[src/shared/afs_pkg.sv]
// Constants, field layout and state codes shared by the amplifier fault supervisor.
// Assumes a 125 MHz core clock and an external serial-bus engine on the same clock.
package afs_pkg;

  localparam int CLK_HZ = 125_000_000;

  // Register offsets
  localparam logic [7:0] ADDR_CTRL_FREQ  = 8'h0a;
  localparam logic [7:0] ADDR_CTRL_DIAG  = 8'h0b;
  localparam logic [7:0] ADDR_THERM_STAT = 8'h13;
  localparam logic [7:0] ADDR_FAULT_CAUSE = 8'h14;
  localparam logic [7:0] ADDR_OP_STATE   = 8'h15;

  // Reset values
  localparam logic [7:0] RST_CTRL_FREQ   = 8'h0d;
  localparam logic [7:0] RST_CTRL_DIAG   = 8'h50;
  localparam logic [7:0] RST_THERM_STAT  = 8'h00;
  localparam logic [7:0] RST_FAULT_CAUSE = 8'h00;

  // Field positions
  localparam int FS_LSB           = 0;
  localparam int CLIPSEL_LSB      = 2;
  localparam int PHASE180_BIT     = 5;
  localparam int FOLD_TO_PIN_BIT  = 7;
  localparam int DC_SD_EN_BIT     = 4;
  localparam int TWEETER_MODE_BIT = 5;
  localparam int FOLD_BASE        = 1;
  localparam int OTSD_BASE        = 5;
  localparam int FC_UV            = 0;
  localparam int FC_OV            = 1;
  localparam int FC_OTW           = 2;
  localparam int FC_OC_BASE       = 3;
  localparam int FC_DC_BASE       = 5;
  localparam int FC_OTSD          = 7;

  typedef enum logic [1:0] {
    CS_TWEETER = 2'b00,
    CS_CLIP    = 2'b01,
    CS_HEAT    = 2'b10,
    CS_BOTH    = 2'b11
  } afs_clip_sel_t;

  localparam logic [1:0] FS_CODE_500 = 2'b00;
  localparam logic [1:0] FS_CODE_357 = 2'b10;
  localparam int FS_500_KHZ = 500;
  localparam int FS_417_KHZ = 417;
  localparam int FS_357_KHZ = 357;
  localparam int PER_W = 9;
  localparam logic [PER_W-1:0] PER_500 = PER_W'((CLK_HZ + FS_500_KHZ * 500) / (FS_500_KHZ * 1000));
  localparam logic [PER_W-1:0] PER_417 = PER_W'((CLK_HZ + FS_417_KHZ * 500) / (FS_417_KHZ * 1000));
  localparam logic [PER_W-1:0] PER_357 = PER_W'((CLK_HZ + FS_357_KHZ * 500) / (FS_357_KHZ * 1000));

  // Overcurrent timer: a cycle-by-cycle limit lasting this long becomes a latched fault
  localparam int OC_TIME_NS = 10_000;
  localparam int OC_CYCLES  = (OC_TIME_NS * (CLK_HZ / 1_000_000) + 999) / 1000;
  localparam int OC_CNT_W   = 11;
  localparam logic [OC_CNT_W-1:0] OC_LAST = OC_CNT_W'(OC_CYCLES - 1);

  typedef enum logic [2:0] {
    OP_STANDBY   = 3'b000,
    OP_FLOAT     = 3'b001,
    OP_MUTED     = 3'b010,
    OP_RAMP_UP   = 3'b011,
    OP_PLAY      = 3'b100,
    OP_RAMP_DOWN = 3'b101
  } afs_op_state_t;

  // Synchronised pin vector layout
  localparam int PIN_MUTE_N    = 0;
  localparam int PIN_STANDBY_N = 1;
  localparam int PIN_POR       = 2;
  localparam int PIN_UV        = 3;
  localparam int PIN_OV        = 4;
  localparam int PIN_OTW       = 5;
  localparam int PIN_RAMP_HIGH = 6;
  localparam int PIN_FOLD      = 7;
  localparam int PIN_OTSD      = 9;
  localparam int PIN_CLIP      = 11;
  localparam int PIN_CBC       = 13;
  localparam int PIN_DC        = 15;
  localparam int PIN_TWEET     = 17;
  localparam int PIN_COUNT     = 19;

endpackage : afs_pkg

[src/shared/afs_link_if.sv]
// Carrier between the supervisor core, its pin synchroniser and its phase generator.
// Assumes all three sit on the same clock.
interface afs_link_if;
  import afs_pkg::*;

  logic [PIN_COUNT-1:0] level;
  logic [1:0]           fs_code;
  logic                 phase180;
  logic                 run;
  logic [1:0]           tick;

  modport sync_side  (output level);
  modport phase_side (input fs_code, phase180, run, output tick);
  modport core       (input level, tick, output fs_code, phase180, run);
endinterface : afs_link_if

[src/logic/afs_pin_sync.sv]
// Two-flop synchroniser for every analog comparator and control pin.
// Assumes the raw pins are asynchronous to clk_in.
module afs_pin_sync
  import afs_pkg::*;
(
  input  wire logic                 clk_in,     // Core clock
  input  wire logic                 reset_n_in, // Synchronous reset, active low
  input  wire logic [PIN_COUNT-1:0] raw_in,     // Raw pin levels
  afs_link_if.sync_side             lk          // Synchronised levels
);

  logic [PIN_COUNT-1:0] stage1;
  logic [PIN_COUNT-1:0] stage2;

  // Reset to zero reads as standby and mute asserted, the safe side
  for (genvar i = 0; i < PIN_COUNT; i++)
  begin : g_bit
    always_ff @(posedge clk_in)
    begin
      if (!reset_n_in)
      begin
        stage1[i] <= 1'b0;
        stage2[i] <= 1'b0;
      end
      else
      begin
        stage1[i] <= raw_in[i];
        stage2[i] <= stage1[i];
      end
    end
  end

  assign lk.level = stage2;

endmodule : afs_pin_sync

[src/logic/afs_phase_gen.sv]
// Switching period counter giving one start pulse per channel per period.
// Assumes the core holds run low while the outputs must not switch.
module afs_phase_gen
  import afs_pkg::*;
(
  input  wire logic clk_in,     // Core clock
  input  wire logic reset_n_in, // Synchronous reset, active low
  afs_link_if.phase_side lk     // Frequency, phase select and ticks
);

  logic [PER_W-1:0] cnt;
  logic [PER_W-1:0] next_cnt;
  logic [PER_W-1:0] period;
  logic [PER_W-1:0] offset;
  logic [1:0]       tick;
  logic [1:0]       next_tick;

  always_comb
  begin
    // The forbidden code falls back to the middle frequency instead of stalling
    unique case (lk.fs_code)
      FS_CODE_500: period = PER_500;
      FS_CODE_357: period = PER_357;
      default:     period = PER_417;
    endcase
    offset = lk.phase180 ? (period >> 1) : (period >> 3);
    next_cnt  = '0;
    next_tick = 2'b00;
    if (lk.run)
    begin
      next_cnt     = (cnt >= period - 1'b1) ? '0 : cnt + 1'b1;
      next_tick[0] = (next_cnt == '0);
      next_tick[1] = (next_cnt == offset);
    end
  end

  always_ff @(posedge clk_in)
  begin
    if (!reset_n_in)
    begin
      cnt  <= '0;
      tick <= 2'b00;
    end
    else
    begin
      cnt  <= next_cnt;
      tick <= next_tick;
    end
  end

  assign lk.tick = tick;

endmodule : afs_phase_gen

[src/logic/afs_supervisor.sv]
// Fault and operating-state supervisor for a two-channel switching amplifier.
// Assumes a serial-bus engine on clk_in presents single-cycle register strobes.
// How it works
// Foldback per channel shown in status bits
// Shutdown per channel shown in status bits
// Status register reads zero after reset
// Fault pin driven on automatic float/standby
// Causes readable; supply-low forces standby, bus off
// Warning pin source selectable: heat, clip, both
// Tweeter detection also drives warning pin
// Mute pin mutes all channels together
// Host mutes over bus; pin for emergencies (no bus mute bit here; only the mute pin mutes)
// Standby pin clears registers, floats bus
// Channels switch with 45 or 180 offset
// Host picks switching frequency by radio band
// Current limit starts overcurrent timer, self-clears
// State register follows mute ramp progress
// Supply faults float, overheat latches standby
// Channel overcurrent/dc faults float that channel
// Host sets warning source in control bits
// Host sets frequency code, never eleven
// Host sets 180 phase bit, else 45
module afs_supervisor
  import afs_pkg::*;
(
  input  wire logic       clk_in,                      // Core clock, 125 MHz
  input  wire logic       reset_n_in,                  // Synchronous reset, active low
  input  wire logic       mute_n_in,                   // Mute pin, active low
  input  wire logic       standby_n_in,                // Standby pin, active low
  input  wire logic       por_low_in,                  // Supply below power-on threshold
  input  wire logic       undervolt_in,                // Supply undervoltage comparator
  input  wire logic       overvolt_in,                 // Supply overvoltage comparator
  input  wire logic       overtemp_warning_in,         // Overtemperature warning comparator
  input  wire logic       mute_ramp_capacitor_high_in, // Mute capacitor ramp at top
  input  wire logic [1:0] foldback_in,                 // Thermal foldback per channel
  input  wire logic [1:0] ot_shutdown_in,              // Overtemperature shutdown per channel
  input  wire logic [1:0] clip_in,                     // Output clipping per channel
  input  wire logic [1:0] cycle_by_cycle_limit_in,     // Load current limit hit per channel
  input  wire logic [1:0] dc_detect_in,                // Output dc detected per channel
  input  wire logic [1:0] tweeter_detect_in,           // Tweeter found per channel
  input  wire logic [7:0] reg_addr_in,                 // Register offset
  input  wire logic       reg_wr_in,                   // Register write strobe
  input  wire logic       reg_rd_in,                   // Register read strobe
  input  wire logic [7:0] reg_wdata_in,                // Register write data
  output logic      [7:0] reg_rdata_out,               // Register read data
  output logic            reg_ack_out,                 // Access answered, one cycle
  output logic            bus_enable_out,              // Bus pins live; low floats them
  output logic            fault_n_out,                 // Fault pin drive level, low
  output logic            fault_oe_out,                // Fault pin enable, high drives
  output logic            clip_heat_warning_n_out,     // Warning pin drive level, low
  output logic            clip_heat_warning_oe_out,    // Warning pin enable, high drives
  output logic            standby_out,                 // Device held in standby
  output logic            mute_all_out,                // All channels muted
  output logic [1:0]      outputs_floating_state_out,  // Channel output stage floating
  output logic [1:0]      current_limit_out,           // Channel current being limited
  output logic [1:0]      channel_start_out            // Channel switching period start
);

  afs_link_if lk ();
  logic [PIN_COUNT-1:0] raw_pins;

  always_comb
  begin
    raw_pins                  = '0;
    raw_pins[PIN_MUTE_N]      = mute_n_in;
    raw_pins[PIN_STANDBY_N]   = standby_n_in;
    raw_pins[PIN_POR]         = por_low_in;
    raw_pins[PIN_UV]          = undervolt_in;
    raw_pins[PIN_OV]          = overvolt_in;
    raw_pins[PIN_OTW]         = overtemp_warning_in;
    raw_pins[PIN_RAMP_HIGH]   = mute_ramp_capacitor_high_in;
    raw_pins[PIN_FOLD +: 2]   = foldback_in;
    raw_pins[PIN_OTSD +: 2]   = ot_shutdown_in;
    raw_pins[PIN_CLIP +: 2]   = clip_in;
    raw_pins[PIN_CBC +: 2]    = cycle_by_cycle_limit_in;
    raw_pins[PIN_DC +: 2]     = dc_detect_in;
    raw_pins[PIN_TWEET +: 2]  = tweeter_detect_in;
  end

  afs_pin_sync u_sync (
    .clk_in     (clk_in),
    .reset_n_in (reset_n_in),
    .raw_in     (raw_pins),
    .lk         (lk.sync_side)
  );

  afs_phase_gen u_phase (
    .clk_in     (clk_in),
    .reset_n_in (reset_n_in),
    .lk         (lk.phase_side)
  );

  logic       mute_n_s;
  logic       ramp_high_s;
  logic [1:0] fold_s;
  logic [1:0] otsd_s;
  logic [1:0] clip_s;
  logic [1:0] cbc_s;
  logic [1:0] dc_s;
  logic [1:0] tweet_s;
  logic       bus_live;
  logic       soft_clear;

  assign mute_n_s    = lk.level[PIN_MUTE_N];
  assign ramp_high_s = lk.level[PIN_RAMP_HIGH];
  assign fold_s      = lk.level[PIN_FOLD +: 2];
  assign otsd_s      = lk.level[PIN_OTSD +: 2];
  assign clip_s      = lk.level[PIN_CLIP +: 2];
  assign cbc_s       = lk.level[PIN_CBC +: 2];
  assign dc_s        = lk.level[PIN_DC +: 2];
  assign tweet_s     = lk.level[PIN_TWEET +: 2];
  // Supply below threshold or standby pin both kill the bus and wipe its registers
  assign bus_live    = lk.level[PIN_STANDBY_N] & ~lk.level[PIN_POR];
  assign soft_clear  = ~bus_live;

  // ---- Registers
  afs_op_state_t state;
  afs_op_state_t next_state;
  logic [7:0]    ctrl_freq;
  logic [7:0]    next_ctrl_freq;
  logic [7:0]    ctrl_diag;
  logic [7:0]    next_ctrl_diag;
  logic [7:0]    therm_stat;
  logic [7:0]    next_therm_stat;
  logic [7:0]    cause;
  logic [7:0]    next_cause;
  logic [7:0]    cause_set;
  logic [1:0]    oc_trip;
  logic [1:0]    dc_trip;
  logic [1:0]    chan_float;
  logic          global_float;
  logic          otsd_latched;
  logic          monitoring;
  logic          wr_hit;

  assign global_float = cause[FC_UV] | cause[FC_OV];
  assign otsd_latched = cause[FC_OTSD];
  assign monitoring   = (state != OP_STANDBY);
  assign wr_hit       = reg_wr_in & bus_live;

  for (genvar ch = 0; ch < 2; ch++)
  begin : g_chan
    logic [OC_CNT_W-1:0] oc_cnt;
    logic [OC_CNT_W-1:0] next_oc_cnt;

    always_comb
    begin
      next_oc_cnt = '0;
      if (cbc_s[ch] && monitoring)
        next_oc_cnt = (oc_cnt == OC_LAST) ? oc_cnt : oc_cnt + 1'b1;
    end

    always_ff @(posedge clk_in)
    begin
      if (!reset_n_in)
        oc_cnt <= '0;
      else
        oc_cnt <= next_oc_cnt;
    end

    assign oc_trip[ch]    = cbc_s[ch] & monitoring & (oc_cnt == OC_LAST);
    assign dc_trip[ch]    = dc_s[ch] & monitoring & ctrl_diag[DC_SD_EN_BIT];
    assign chan_float[ch] = cause[FC_OC_BASE + ch] | cause[FC_DC_BASE + ch];
  end

  always_comb
  begin
    cause_set                   = '0;
    cause_set[FC_UV]            = lk.level[PIN_UV] & monitoring;
    cause_set[FC_OV]            = lk.level[PIN_OV] & monitoring;
    cause_set[FC_OC_BASE +: 2]  = oc_trip;
    cause_set[FC_DC_BASE +: 2]  = dc_trip;
    cause_set[FC_OTSD]          = |otsd_s;
    next_ctrl_freq  = ctrl_freq;
    next_ctrl_diag  = ctrl_diag;
    next_therm_stat = '0;
    next_therm_stat[FOLD_BASE +: 2] = fold_s;
    next_therm_stat[OTSD_BASE +: 2] = otsd_s;
    // Writing ones clears latched causes; a cause still present sets again at once
    next_cause = (cause & ~(wr_hit && reg_addr_in == ADDR_FAULT_CAUSE ? reg_wdata_in : 8'h00)) | cause_set;
    next_cause[FC_OTW] = lk.level[PIN_OTW] & monitoring;
    if (wr_hit && reg_addr_in == ADDR_CTRL_FREQ)
      next_ctrl_freq = reg_wdata_in;
    if (wr_hit && reg_addr_in == ADDR_CTRL_DIAG)
      next_ctrl_diag = reg_wdata_in;
    if (soft_clear)
    begin
      next_ctrl_freq  = RST_CTRL_FREQ;
      next_ctrl_diag  = RST_CTRL_DIAG;
      next_therm_stat = RST_THERM_STAT;
      next_cause      = RST_FAULT_CAUSE;
    end
  end

  always_ff @(posedge clk_in)
  begin
    if (!reset_n_in)
    begin
      ctrl_freq  <= RST_CTRL_FREQ;
      ctrl_diag  <= RST_CTRL_DIAG;
      therm_stat <= RST_THERM_STAT;
      cause      <= RST_FAULT_CAUSE;
    end
    else
    begin
      ctrl_freq  <= next_ctrl_freq;
      ctrl_diag  <= next_ctrl_diag;
      therm_stat <= next_therm_stat;
      cause      <= next_cause;
    end
  end

  // ---- Operating state; ramps only advance when the mute capacitor arrives
  always_comb
  begin
    next_state = state;
    if (soft_clear || otsd_latched)
      next_state = OP_STANDBY;
    else if (global_float)
      next_state = OP_FLOAT;
    else
    begin
      unique case (state)
        OP_STANDBY,
        OP_FLOAT:     next_state = OP_MUTED;
        OP_MUTED:     next_state = mute_n_s ? OP_RAMP_UP : OP_MUTED;
        OP_RAMP_UP:
          if (!mute_n_s)
            next_state = OP_RAMP_DOWN;
          else if (ramp_high_s)
            next_state = OP_PLAY;
        OP_PLAY:      next_state = mute_n_s ? OP_PLAY : OP_RAMP_DOWN;
        OP_RAMP_DOWN:
          if (mute_n_s)
            next_state = OP_RAMP_UP;
          else if (!ramp_high_s)
            next_state = OP_MUTED;
        default:      next_state = OP_STANDBY;
      endcase
    end
  end

  always_ff @(posedge clk_in)
  begin
    if (!reset_n_in)
      state <= OP_STANDBY;
    else
      state <= next_state;
  end

  assign lk.fs_code  = ctrl_freq[FS_LSB +: 2];
  assign lk.phase180 = ctrl_freq[PHASE180_BIT];
  assign lk.run      = (state != OP_STANDBY) && (state != OP_FLOAT);

  // ---- Pin and bus outputs, registered except the tied-low pin drive levels
  logic       warn_raw;
  logic       next_fault_oe;
  logic       next_warn_oe;
  logic [7:0] next_rdata;
  logic       next_ack;
  logic       heat_cond;
  logic       clip_cond;

  always_comb
  begin
    heat_cond = lk.level[PIN_OTW] | (ctrl_freq[FOLD_TO_PIN_BIT] & |fold_s);
    clip_cond = |clip_s;
    unique case (afs_clip_sel_t'(ctrl_freq[CLIPSEL_LSB +: 2]))
      CS_TWEETER: warn_raw = 1'b0;
      CS_CLIP:    warn_raw = clip_cond;
      CS_HEAT:    warn_raw = heat_cond;
      CS_BOTH:    warn_raw = clip_cond | heat_cond;
    endcase
    next_warn_oe  = monitoring & (warn_raw | (ctrl_diag[TWEETER_MODE_BIT] & |tweet_s));
    // The supply-low case keeps the fault pin low even though the bus is gone
    next_fault_oe = lk.level[PIN_POR] | global_float | otsd_latched | (|chan_float);
    next_ack      = bus_live & (reg_rd_in | reg_wr_in);
    next_rdata    = 8'h00;
    if (bus_live && reg_rd_in)
    begin
      unique case (reg_addr_in)
        ADDR_CTRL_FREQ:   next_rdata = ctrl_freq;
        ADDR_CTRL_DIAG:   next_rdata = ctrl_diag;
        ADDR_THERM_STAT:  next_rdata = therm_stat;
        ADDR_FAULT_CAUSE: next_rdata = cause;
        ADDR_OP_STATE:    next_rdata = {5'h00, state};
        default:          next_rdata = 8'h00;
      endcase
    end
  end

  always_ff @(posedge clk_in)
  begin
    if (!reset_n_in)
    begin
      fault_oe_out               <= 1'b0;
      clip_heat_warning_oe_out   <= 1'b0;
      reg_rdata_out              <= 8'h00;
      reg_ack_out                <= 1'b0;
      bus_enable_out             <= 1'b0;
      standby_out                <= 1'b1;
      mute_all_out               <= 1'b1;
      outputs_floating_state_out <= 2'b11;
      current_limit_out          <= 2'b00;
      channel_start_out          <= 2'b00;
    end
    else
    begin
      fault_oe_out               <= next_fault_oe;
      clip_heat_warning_oe_out   <= next_warn_oe;
      reg_rdata_out              <= next_rdata;
      reg_ack_out                <= next_ack;
      bus_enable_out             <= bus_live;
      standby_out                <= (state == OP_STANDBY);
      mute_all_out               <= (state != OP_PLAY);
      outputs_floating_state_out <= {2{(state == OP_STANDBY) | global_float}} | chan_float;
      current_limit_out          <= cbc_s & {2{monitoring}};
      channel_start_out          <= lk.tick;
    end
  end

  assign fault_n_out             = 1'b0;
  assign clip_heat_warning_n_out = 1'b0;
endmodule : afs_supervisor

[config.mk]
export PLATFORM = sky130hd
export DESIGN_NAME = afs_supervisor
export DESIGN_NICKNAME = d
export VERILOG_FILES = /design/src/shared/afs_pkg.sv /design/src/shared/afs_link_if.sv /design/src/logic/afs_pin_sync.sv /design/src/logic/afs_phase_gen.sv /design/src/logic/afs_supervisor.sv
export SDC_FILE = /design/constraint.sdc
export NUM_CORES = 1
export LEC_CHECK = 0
export BUFFER_PORTS_ARGS = -buffer_cell sky130_fd_sc_hd__buf_2
export CAP_MARGIN = 25
export CORE_ASPECT_RATIO = 1.2
export CORE_UTILIZATION = 30
export DETAILED_ROUTE_END_ITERATION = 10
export HOLD_SLACK_MARGIN = 0.08
export PLACE_DENSITY = 0.52
export SYNTH_ARGS = -nofsm -noshare
export SYNTH_HDL_FRONTEND = slang
export SYNTH_HIERARCHICAL = 1
export SYNTH_SLANG_ARGS = --single-unit
export TNS_END_PERCENT = 20
[constraint.sdc]
create_clock -name clk_in -period 2.9 [get_ports clk_in]
set_input_delay 0.29 -clock clk_in [delete_from_list [all_inputs] [get_ports clk_in]]
set_output_delay 0.29 -clock clk_in [all_outputs]
set_load 0.02 [all_outputs]
Yosys cells after proc, flatten, opt, wreduce, memory -nomap -nowiden --
Cells that the tools add are included.
Storage, ports and cells: output and inout port bits 22, register bits after elaboration 126, bits of input ports 39, logic and storage cells 165
Operators by class: reductions and logical operators 28, muxes and demuxes 14, $lt $le $gt $ge 1, bitwise gates (word level) 36, equal/unequal tests 23, add/sub/neg operators 4
Operator list (count):
- 8-bit case mux with 5 select lines | 1
- 8-bit by 5-bit equality test with 1-bit output, second input constant | 3
- 11-bit by 1-bit adder with 11-bit output, second input constant | 2
- 11-bit equality test, second input constant | 2
- 9-bit case mux with 2 select lines | 1
- 1-bit bitwise AND | 17
- 8-bit by 4-bit equality test with 1-bit output, second input constant | 2
- 8-bit two-way mux | 2
- 3-bit case mux with 5 select lines | 1
- 2-bit AND reduction | 7
- 2-bit OR reduction | 7
- 3-bit two-way mux | 4
- 1-bit OR | 11
- 9-bit by 1-bit adder with 9-bit output, second input constant | 1
- 9-bit equality test | 1
- 9-bit greater-or-equal comparator | 1
- 9-bit logical NOT | 1
- 9-bit two-way mux | 1
- 9-bit by 1-bit subtractor with 9-bit output, second input constant | 1
- 8-bit bitwise AND | 1
- 8-bit inverter | 1
- 8-bit OR | 1
- 1-bit logical AND | 7
- 2-bit equality test, second input constant | 3
- 19 further kinds | 27

Logic depth before layout (Yosys ltp) --
Gate-level depths: netlist of the first run.
word-level depth 8, gate-level depth with buffers 9, gate-level depth less buffers 9

Modules after synthesis --
The synthesis of the first run kept the hierarchy.
Modules (own cells, without submodules):
- afs_supervisor | cells each 334, area each 3125.5 sq um, times used 1, seq. area each 1461.4 sq um
- afs_pin_sync | cells each 80, area each 1037.2 sq um, times used 1, seq. area each 760.7 sq um
- afs_phase_gen | cells each 99, area each 835.8 sq um, times used 1, seq. area each 220.2 sq um

Least setup slack after synthesis of the first run --
Ideal clock, no wire load.
path type register to register, from register ctrl_freq[0], to register u_phase.tick[1], in the netlist u_phase/lk.tick[1], path buffers 0, clock period less this slack 2.078 ns, arrival 2.018 ns, setup time 0.060 ns, path slack 0.822 ns, stages on the path, launching flop included 9, required time 2.840 ns, cells stage by stage dfxtp_1 or2_2 inv_1 ha_1 a41o_1 a22oi_2 o311ai_0 o32ai_1 o2111a_1
Between the ends: cells in the longest elaborated chain, start to end 6, elaborated cells on any way between the ends 8, classes of those cells add/sub (1); order compare (1); eq/ne (2); mux (3); reduce/logical (1)
RTL lines:
- start: declaration | line afs_supervisor.sv:119 | logic [7:0] ctrl_freq;
- start signal: assignment | line afs_supervisor.sv:206 | ctrl_freq <= next_ctrl_freq;
- 2-bit equality test or 2-bit logical NOT (tied branches) | line afs_phase_gen.sv:21 | unique case (lk.fs_code)
- 9-bit case mux with 2 select lines (*) | line afs_phase_gen.sv:21
- 9-bit by 1-bit subtractor with 9-bit output | line afs_phase_gen.sv:31 | next_cnt = (cnt >= period - 1'b1) ? '0 : cnt + 1'b1;
- 9-bit greater-or-equal comparator | line afs_phase_gen.sv:31
- 9-bit two-way mux | line afs_phase_gen.sv:31
- 9-bit equality test (*) | line afs_phase_gen.sv:33 | next_tick[1] = (next_cnt == offset);
- end signal: assignment | line afs_phase_gen.sv:47 | tick <= next_tick;
- end: declaration | line afs_phase_gen.sv:15 | logic [1:0] tick;
Mark *: on every way between the ends. The rest lies on a longest branch, timed or not. A chain may end at the register's enable or synchronous reset.

Worst setup path after layout of the first run --
from register ctrl_freq[1], to register u_phase.tick[1], in the netlist u_phase/lk.tick[1]
Same word-level chain as after synthesis.

==> results.md, run 1 <==
- The largest stage delay on the critical path is 0.42 ns.
- Measured against its own limit, the worst slew margin works out to 0.526.
- The hold violation total from the final report is 0.
- The fraction of final layout cells with drive strength greater than 1 is 0.184.
- The final cell count without fillers is 822.
- Setup repair after global routing left no endpoint under its margin.
- The setup path with the least slack is of type reg2reg.
- Synthesis instantiated 71 different standard cells from the library.
- The leakage power of the design is 2.45 nW.
- The worst-margin pin slew is 0.710 ns.
- TritonCTS built the clock tree.
- The share of total power dissipated in combinational logic is 0.032.
- The count of buffers inserted at the top-level ports is 58.
- The die width is 120 um.
- The layout overhead on the synthesized area is 25.3%.
- Buffers inserted during clock tree synthesis total 17.
- The number of failing setup endpoints in the final timing report is 0.
- At the worst endpoint, the arrival time is 2.70 ns.
- In the synthesized netlist the dominant register cell turns out to be dfxtp_1.
- The total I/O pin count is 61.
- The pin count of the biggest net entering global routing is 35.
- The core box area is 16300 sq um.
- The largest family of logic cells by synthesized area is simple AND/OR/NAND/NOR gates.
- The share of the core filled with cells is 0.385.
- In this run the cell area of the synthesized design comes to approximately 5000 sq um.
- Dividing the detail-routed via count by the number of cells gives 4.75.
- The worst setup path is captured at a flip-flop.
- Max-cap violations in this run came to 0.
- The cell at the root of the clock tree is clkbuf_16.
- The power after layout is 3.93 mW.
- The wire length of the first global-routing pass is 19900 um.
- The power density over cell area is 628 nW/um^2.
- The first routing iteration left 239 violations.
- The worst-case IR drop observed on VDD is 435 uV.
- The cell depth of the worst flop-to-flop path is 9.
- At the later pin of the worst-skew pair, clock insertion delay measures 0.42 ns.
- The clock transition time at the flip-flop clock pins of the worst setup and hold paths is 0.06 ns.
- The class of the tightest hold or removal check is in2reg.
- The placed cell count is 770.
- The number of logic stages on the critical path including buffering is 9.
- The initial cell density of the core is 0.307.
- The fraction of the mapped netlist area in compound gates came to 0.110.
- The setup TNS after final layout is 0 ns.
- Derived from the worst setup path, the maximum achievable clock frequency is approximately 0.43 GHz.
- The global placer's final weighted congestion is 0.904.
- The number of antenna violations at the first check in global routing is 2.
- The total global-route track usage is 0.150.
- The final period demand of the worst path is roughly 2.3 ns.
- The final antenna-violating net count is 0.
- In this run the post-CTS setup repair buffer count came out at 0.
- The final count of pins violating max slew was 0.
- The total number of H-tree levels is 4.
- The share of total power dissipated in sequential elements is 0.436.
- The number of buffers on the longest clock path is 2.
- The number of buffers and inverters on the critical path is 1.
- The number of cell rows is 51.
- The power spent charging and discharging nets is 845 uW.
- In the final routed layout, each cell accounts on average for 14.3 um.
- The kind of cell with the highest combined delay on the critical path is compound AO/OA/AOI/OAI gates.
- The simple-gate share of the synthesized area is 0.246.
- After legalization and detailed placement, the total HPWL measured 8540 um.
- Global routing finished with a remaining overflow of 0.
- The mean instance size in the synthesized netlist is 9.74 sq um.
- Across all hold checks on the routed design, the worst slack comes to approximately 0.11 ns.
- The number of warnings reported in the yosys synthesis log is 6.
- The via count of the first global-routing pass is between 3000 and 4000.
- STA classifies the critical path startpoint as a flip-flop.
- The run finished with clean final reports.
- The share of total power dissipated in the clock network is 0.531.
- Along the worst path, the maximum fanout reaches 8.
- Walking the worst path, the cells encountered are nor2b_1 -> inv_1 -> ha_1 -> o211ai_1 -> o21ai_0 -> a22oi_2 -> o311ai_0 -> o32ai_1 -> o2111a_1.
- Of all flip-flops after synthesis, the portion carrying an async set or reset was 0.
- The number of remaining DRC errors is 0.
- The count of instances resized after the clock tree is built is 0.
- Synthesis inferred 122 register bits.
- The cell-internal power is 3.09 mW.
- The iteration count of the initial detailed-routing pass is 4.
- The total length of routed wires is 11800 um.
- The fraction of the yosys area taken by sequential cells is 0.489.
- The number of clock sinks is 122.
- The floorplan die area is 17200 sq um.
- Data on the critical path is required at its endpoint by ~3.3 ns.
- Counting flops with a built-in enable in the synthesized netlist gives 0.
- The worst hold path was traced through 2 stages.
- The floorplan step set the die height to 143 um.
- The standard cell with the maximum stage delay on the critical path is dfxtp_1.
- Measured against the total synthesized area, the mux share comes to 0.0408.
- The count of nets after finishing is 648.
- The routed layout has 3907 vias.
- The post-route clock skew is 0.00745 ns.
- The share of synthesized cell area in full adder, half adder and majority cells is 0.0325.
- The net switching share of the total power is 0.215.
- Synthesis produced just over 500 cells.
- The fraction of the cycle the final worst path needs is 0.806.
- For this design, the CTS-stage hold fixing added 19 buffers.
- Of the total synthesized cell area, the portion taken by XOR and XNOR cells is 0.0453.
[sequential cells by signal, indices dropped and copies added (netlist names)]
name / flops
outputs_floating_state_out: 2
u_phase/cnt: 9
clip_heat_warning_oe_out: 1
u_sync/stage1: 19
reg_rdata_out: 8
standby_out: 1
reg_ack_out: 1
state: 3
channel_start_out: 2
bus_enable_out: 1
mute_all_out: 1
u_sync/lk.level: 19
fault_oe_out: 1
therm_stat: 4
u_phase/lk.tick: 2
g_chan.oc_cnt: 22
ctrl_diag: 8
ctrl_freq: 8
cause: 8
current_limit_out: 2
[cell families (layout without fill, tap and decap cells)]
| logic type | count (synthesis) | count (layout) |
|---|---|---|
| simple gates | 224 | 224 |
| other cells | 2 | 4 |
| buf+inv | 33 | 128 |
| flops | 122 | 122 |
| fa+ha+maj | 13 | 13 |
| compound gates | 74 | 74 |
| xor+xnor | 25 | 25 |
| mux | 20 | 20 |
[layout make-up]
class	count	area (sq um)
diodes	1	2.50
multi-input cells	359	2390
flip-flops and latches	122	2440
clock inverters	12	139
fillers	1667	10000
repair buffers	81	510
clock buffers	20	457
well taps	212	265
inverters	15	56.3
[placed cells by master, fill, tap and decap left out, types with 13 or more instances in the layout]
cell	n
mux2i_1	17
xnor2_1	13
clkbuf_16	17
nand3_1	16
ha_1	13
inv_1	15
dlygate4sd3_1	19
nor2_1	55
nand2_1	30
and2_1	49
dfxtp_1	122
buf_2	58
[worst reg2reg max path, cell delays in order, from the launching register on]
cell,delay [ns]
dfxtp_1,0.42
nor2b_1,0.29
inv_1,0.11
ha_1,0.30
o211ai_1,0.15
o21ai_0,0.14
a22oi_2,0.30
o311ai_0,0.21
o32ai_1,0.15
o2111a_1,0.22
[cells in the mapped netlist, types with 3 or more instances]
library cell / n / area, sq um
nand4_1: 8 / 50.1
o21ai_0: 9 / 45.0
a311oi_1: 4 / 35.0
nor2b_1: 4 / 25.0
and2_1: 49 / 307
nor2_1: 55 / 206
a21boi_0: 6 / 45.0
inv_1: 15 / 56.3
nor4_1: 3 / 18.8
and3_1: 5 / 31.3
dfxtp_1: 122 / 2440
mux2_2: 3 / 33.8
nor3b_1: 6 / 45.0
clkbuf_1: 3 / 11.3
buf_2: 4 / 20.0
buf_4: 4 / 30.0
mux2i_1: 17 / 170
nor3_1: 12 / 60.1
nand3b_1: 5 / 37.5
a32oi_1: 5 / 43.8
a21o_1: 5 / 37.5
nand2_1: 30 / 113
nand2b_1: 9 / 56.3
xor2_1: 11 / 96.3
or2_2: 3 / 18.8
a31oi_1: 5 / 31.3
nand3_1: 16 / 80.1
xnor2_1: 13 / 114
a211oi_1: 5 / 37.5
a22oi_1: 3 / 22.5
a21oi_1: 10 / 50.1
ha_1: 13 / 163
buf_6: 4 / 45.0
[power groups by stage]
stage	clock, mW	combinational, mW	sequential (mW)
final	2.09	0.127	1.72
after global routing	2.23	0.141	1.72
after CTS	2.15	0.128	1.72
after detailed placement	0	0.109	1.75
after global placement	0	0.108	1.75
after floorplan	0	0.0624	1.75
[metal layers]
| layer | vias up | track usage | routed length [um] |
|---|---|---|---|
| li1 | 1963 | - | - |
| met1 | 1808 | 0.181 | 5410 |
| met2 | 109 | 0.243 | 5320 |
| met3 | 25 | 0.0444 | 712 |
| met4 | 2 | 0.0730 | 299 |
| met5 | - | 0 | 10 |
[metrics by stage]
| step | setup slack (ns) | instance area [sq um] |
|---|---|---|
| 2_1_floorplan | 0.822 | 5000 |
| 3_3_place_gp | 0.659 | 5470 |
| 3_5_place_dp | 0.587 | 5470 |
| 4_1_cts | 0.578 | 6260 |
| 5_1_grt | 0.411 | 6260 |
| 6_report | 0.562 | 6260 |
[final timing paths]
path / start / to / slack, ns
setup reg to reg: ctrl_freq[1]$_SDFFE_PN0P_ / u_phase/lk.tick[1]$_SDFF_PN0_ / 0.56
setup / recovery: ctrl_freq[1]$_SDFFE_PN0P_ / u_phase/lk.tick[1]$_SDFF_PN0_ / 0.56
hold / removal: reg_wdata_in[6] / cause[6]$_SDFF_PN0_ / 0.11
hold reg to reg: u_sync/stage1[8]$_SDFF_PN0_ / u_sync/lk.level[8]$_SDFF_PN0_ / 0.43
(Power assumes the default switching activity.)
==> run 2: changes to the inputs <==
- PLACE_DENSITY: 0.52 -> 0.53
- clock period: 2.9 -> 2 ns (I/O delays scaled with it)
==> run 2 against run 1 <==
Compared with the run above: the run now ends with negative setup slack left; clock power is 50% higher; fmax is 17% higher; die area stayed put; highest routed layer is now met4.
==> results.md, run 2 (same netlist as run 1, synthesis figures left out) <==
- Outcome: finished, violations left (was completed).
- The height of the die is 143 um (unchanged).
- RSZ-0062 raised after global routing: true (was false).
- The worst-case register-to-register setup slack is -0.0009 ns (was 0.56 ns).
- The total length of routed wires is 12300 um (was 11800 um).
- The power after layout is 5.82 mW (was 3.93 mW).
- The cell area after layout came to 6680 sq um (was 6260 sq um).
- The sequential share of power is 0.427 (was 0.436).
- The global placer's final weighted congestion was 0.785 (was 0.904).
- The worst-margin pin slew is 0.657 ns (was 0.710 ns).
- The total buffers and inverters traversed by the critical path came to 1 (unchanged).
- The setup TNS after final layout is -0.000881 ns (was 0 ns).
- The cell at the root of the clock tree is clkbuf_16 (unchanged).
- Leading cell types in the layout, fill and taps excluded: 120 x dfxtp_1, 58 x buf_2, 55 x nor2_1, 49 x and2_1, 34 x buf_4 (was 122 x dfxtp_1, 58 x buf_2, 55 x nor2_1, 49 x and2_1, 30 x nand2_1).
- The register with the most flip-flops is g_chan.oc_cnt (unchanged).
- The largest fanout on the critical path came to 6 (was 8).
- The class of the most critical setup path is reg2reg (unchanged).
- The sum of net half-perimeters after detailed placement is 8940 um (was 8540 um).
- The power spent charging and discharging nets is 1.24 mW (was 845 uW).
- The launching element type of the critical path is a flip-flop (unchanged).
- The total I/O pin count is 61 (unchanged).
- The power density over cell area is 872 nW/um^2 (was 628 nW/um^2).
- The final worst-path setup slack is -0.000881 ns (was 0.562 ns).
- The number of cell rows was 51 (unchanged).
- The iteration count of the initial detailed-routing pass is 4 (unchanged).
- The global route total overflow is 0 (unchanged).
- The layout overhead on the synthesized area is 33.5% (was 25.3%).
- The post-route clock skew is 0.00602 ns (was 0.00745 ns).
- The worst-case headroom to the max-slew limit is 0.561 (was 0.526).
- The leakage power of the design is 2.66 nW (was 2.45 nW).
- The fraction of the cycle the final worst path needs was 1.00 (was 0.806).
- The final count of pins violating max slew is 0 (unchanged).
- The initial cell density of the core is 0.307 (unchanged).
- The clock power share is 0.537 (was 0.531).
- The final period demand of the worst path is 2.00 ns (was 2.34 ns).
- The ratio of routed vias to standard cells was 4.77 (was 4.75).
- The data arrival time of the critical path is 2.36 ns (was 2.70 ns).
- The final antenna-violating net count came to 0 (unchanged).
- The number of failing setup endpoints in the final timing report is 1 (was 0).
- The routed wire length per instance came to 14.3 um (about the same).
- The kind of cell with the highest combined delay on the critical path is compound AO/OA/AOI/OAI gates (unchanged).
- The number of remaining DRC errors is 0 (unchanged).
- The standard cell with the maximum stage delay on the critical path was dfxtp_4 (was dfxtp_1).
- The class of the tightest hold or removal check is in2reg (unchanged).
- The maximum resistive drop on vdd was 568 uV (was 435 uV).
- The cell-internal power was 4.58 mW (was 3.09 mW).
- The number of clock buffers inserted by TritonCTS is 17 (unchanged).
- The max-cap violation count is 0 (unchanged).
- The clock latency of the later-clocked register in the worst-skew pair is 0.42 ns (about the same).
- The fraction of final layout cells with drive strength greater than 1 is 0.239 (was 0.184).
- The most common cell after layout, fill and taps aside is dfxtp_1 (unchanged).
- The clock transition time at the flip-flop clock pins of the worst setup and hold paths was 0.06 ns (about the same).
- The combinational cell fraction of total power is 0.036 (was 0.032).
- The highest clock frequency the design can meet is 0.500 GHz (was 0.428 GHz).
- The largest stage delay on the critical path is 0.36 ns (was 0.42 ns).
- The hold violation total from the final report was 0 (unchanged).
- The count of buffers inserted at the top-level ports came to 58 (unchanged).
- The number of buffers on the longest clock path came to 2 (unchanged).
- The wire length of the first global-routing pass is 20000 um (was 19900 um).
- The count of nets after finishing is 688 (was 648).
- The data required time at the worst endpoint is 2.36 ns (was 3.26 ns).
- The pin count of the biggest net entering global routing came to 40 (was 35).
- The critical path endpoint category is a flip-flop (unchanged).
- The placed standard-cell area is 5690 sq um (was 5470 sq um).
- The checks that failed: negative setup slack.
- The total number of H-tree levels is 4 (unchanged).
- Cell-by-cell listing of the critical path: or2_4 -> inv_2 -> ha_1 -> a41o_1 -> a22oi_2 -> o311ai_1 -> o32ai_1 -> o2111a_1 (was nor2b_1 -> inv_1 -> ha_1 -> o211ai_1 -> o21ai_0 -> a22oi_2 -> o311ai_0 -> o32ai_1 -> o2111a_1).
- The share of the core filled with cells was 0.410 (was 0.385).
- The core box area is 16300 sq um (unchanged).
- The die width was 120 um (unchanged).
- The number of antenna violations at the first check in global routing is 1 (was 2).
- The net switching share of the total power is 0.214 (was 0.215).
- The floorplan die area is 17200 sq um (unchanged).
- The number of clock sinks is 122 (unchanged).
- The total global-route track usage is 0.152 (was 0.150).
- The via count of the first global-routing pass is 4027 (was 3950).
- The number of DRC violations after detailed-routing iteration 0 came to 160 (was 239).
- The number of flip-flops under the largest register name was 22 (unchanged).
- The TritonCTS clock tree is yes (unchanged).
- The routed via count is 4105 (was 3907).
run 2: cell count changes in the layout (fill, tap and decap cells not counted), moves of 2 or more:
cell           previous run  this run
inv_2                     0         2
dlygate4sd3_1            19        29
a211oi_2                  1         3
inv_1                    15        13
buf_4                     4        34
dfxtp_1                 122       120
ha_1                     13        10
a211oi_1                  5         3
clkinvlp_4                4         2
ha_4                      0         3
run 2: worst paths after layout:
path,end,startpoint,cells past startpoint
min,u_sync/stage1[14]$_SDFF_PN0_,reset_n_in,2
min reg2reg,u_sync/lk.level[0]$_SDFF_PN0_,u_sync/stage1[0]$_SDFF_PN0_,1
max reg2reg,u_phase/lk.tick[1]$_SDFF_PN0_,ctrl_freq[0]$_SDFFE_PN1P_,8
max,u_phase/lk.tick[1]$_SDFF_PN0_,ctrl_freq[0]$_SDFFE_PN1P_,8
run 2: cell type report:
class	count	area, sq um
fill	1639	9600
multi-input combinational	359	2460
sequential	122	2450
timing repair buffer	121	836
clock buffer	18	439
tap	212	265
clock inverter	13	168
inverter	15	56.3
antenna	1	2.50
run 2: repair_timing:
action,in CTS,in global routing
hold endpoints to repair,35,0
hold buffers,29,0
setup endpoints to repair,10,10
gates resized for setup,8,6
pin swaps,6,9
buffers inserted,2,1
run 2: worst register-to-register path: cells and delay by family (launching register included):
kind                     cells  cell delay [ns]
AO/OA/AOI/OAI                5             1.03
flip-flops                   1             0.36
AND/OR/NAND/NOR              1             0.26
adder cells (fa/ha/maj)      1             0.23
buffers and inverters        1             0.06
run 2: power by group through the flow:
| stage | combinational [mW] | sequential [mW] | clock, mW |
|---|---|---|---|
| after floorplan | 0.0904 | 2.54 | 0 |
| after global placement | 0.163 | 2.54 | 0 |
| after detailed placement | 0.166 | 2.54 | 0 |
| after CTS | 0.210 | 2.48 | 3.21 |
| after global routing | 0.230 | 2.49 | 3.32 |
| final | 0.209 | 2.48 | 3.13 |
run 2: metrics by stage:
stage	std cells	setup WS [ns]	hold slack, ns
after CTS	859	0.00341	0.127
after global routing	861	-0.0739	0.133
final	861	-0.000881	0.140
after detailed placement	797	-0.100	0.411
after floorplan	514	0.0306	0.285
after global placement	797	0.0178	0.405
run 2: metal layers:
layer | vias up | wire length (um) | GRT usage
met4 | 0 | 333 | 0.0822
met5 | - | 0 | 0
met2 | 107 | 5830 | 0.251
met1 | 1920 | 5660 | 0.180
met3 | 34 | 470 | 0.0397
li1 | 2044 | - | -
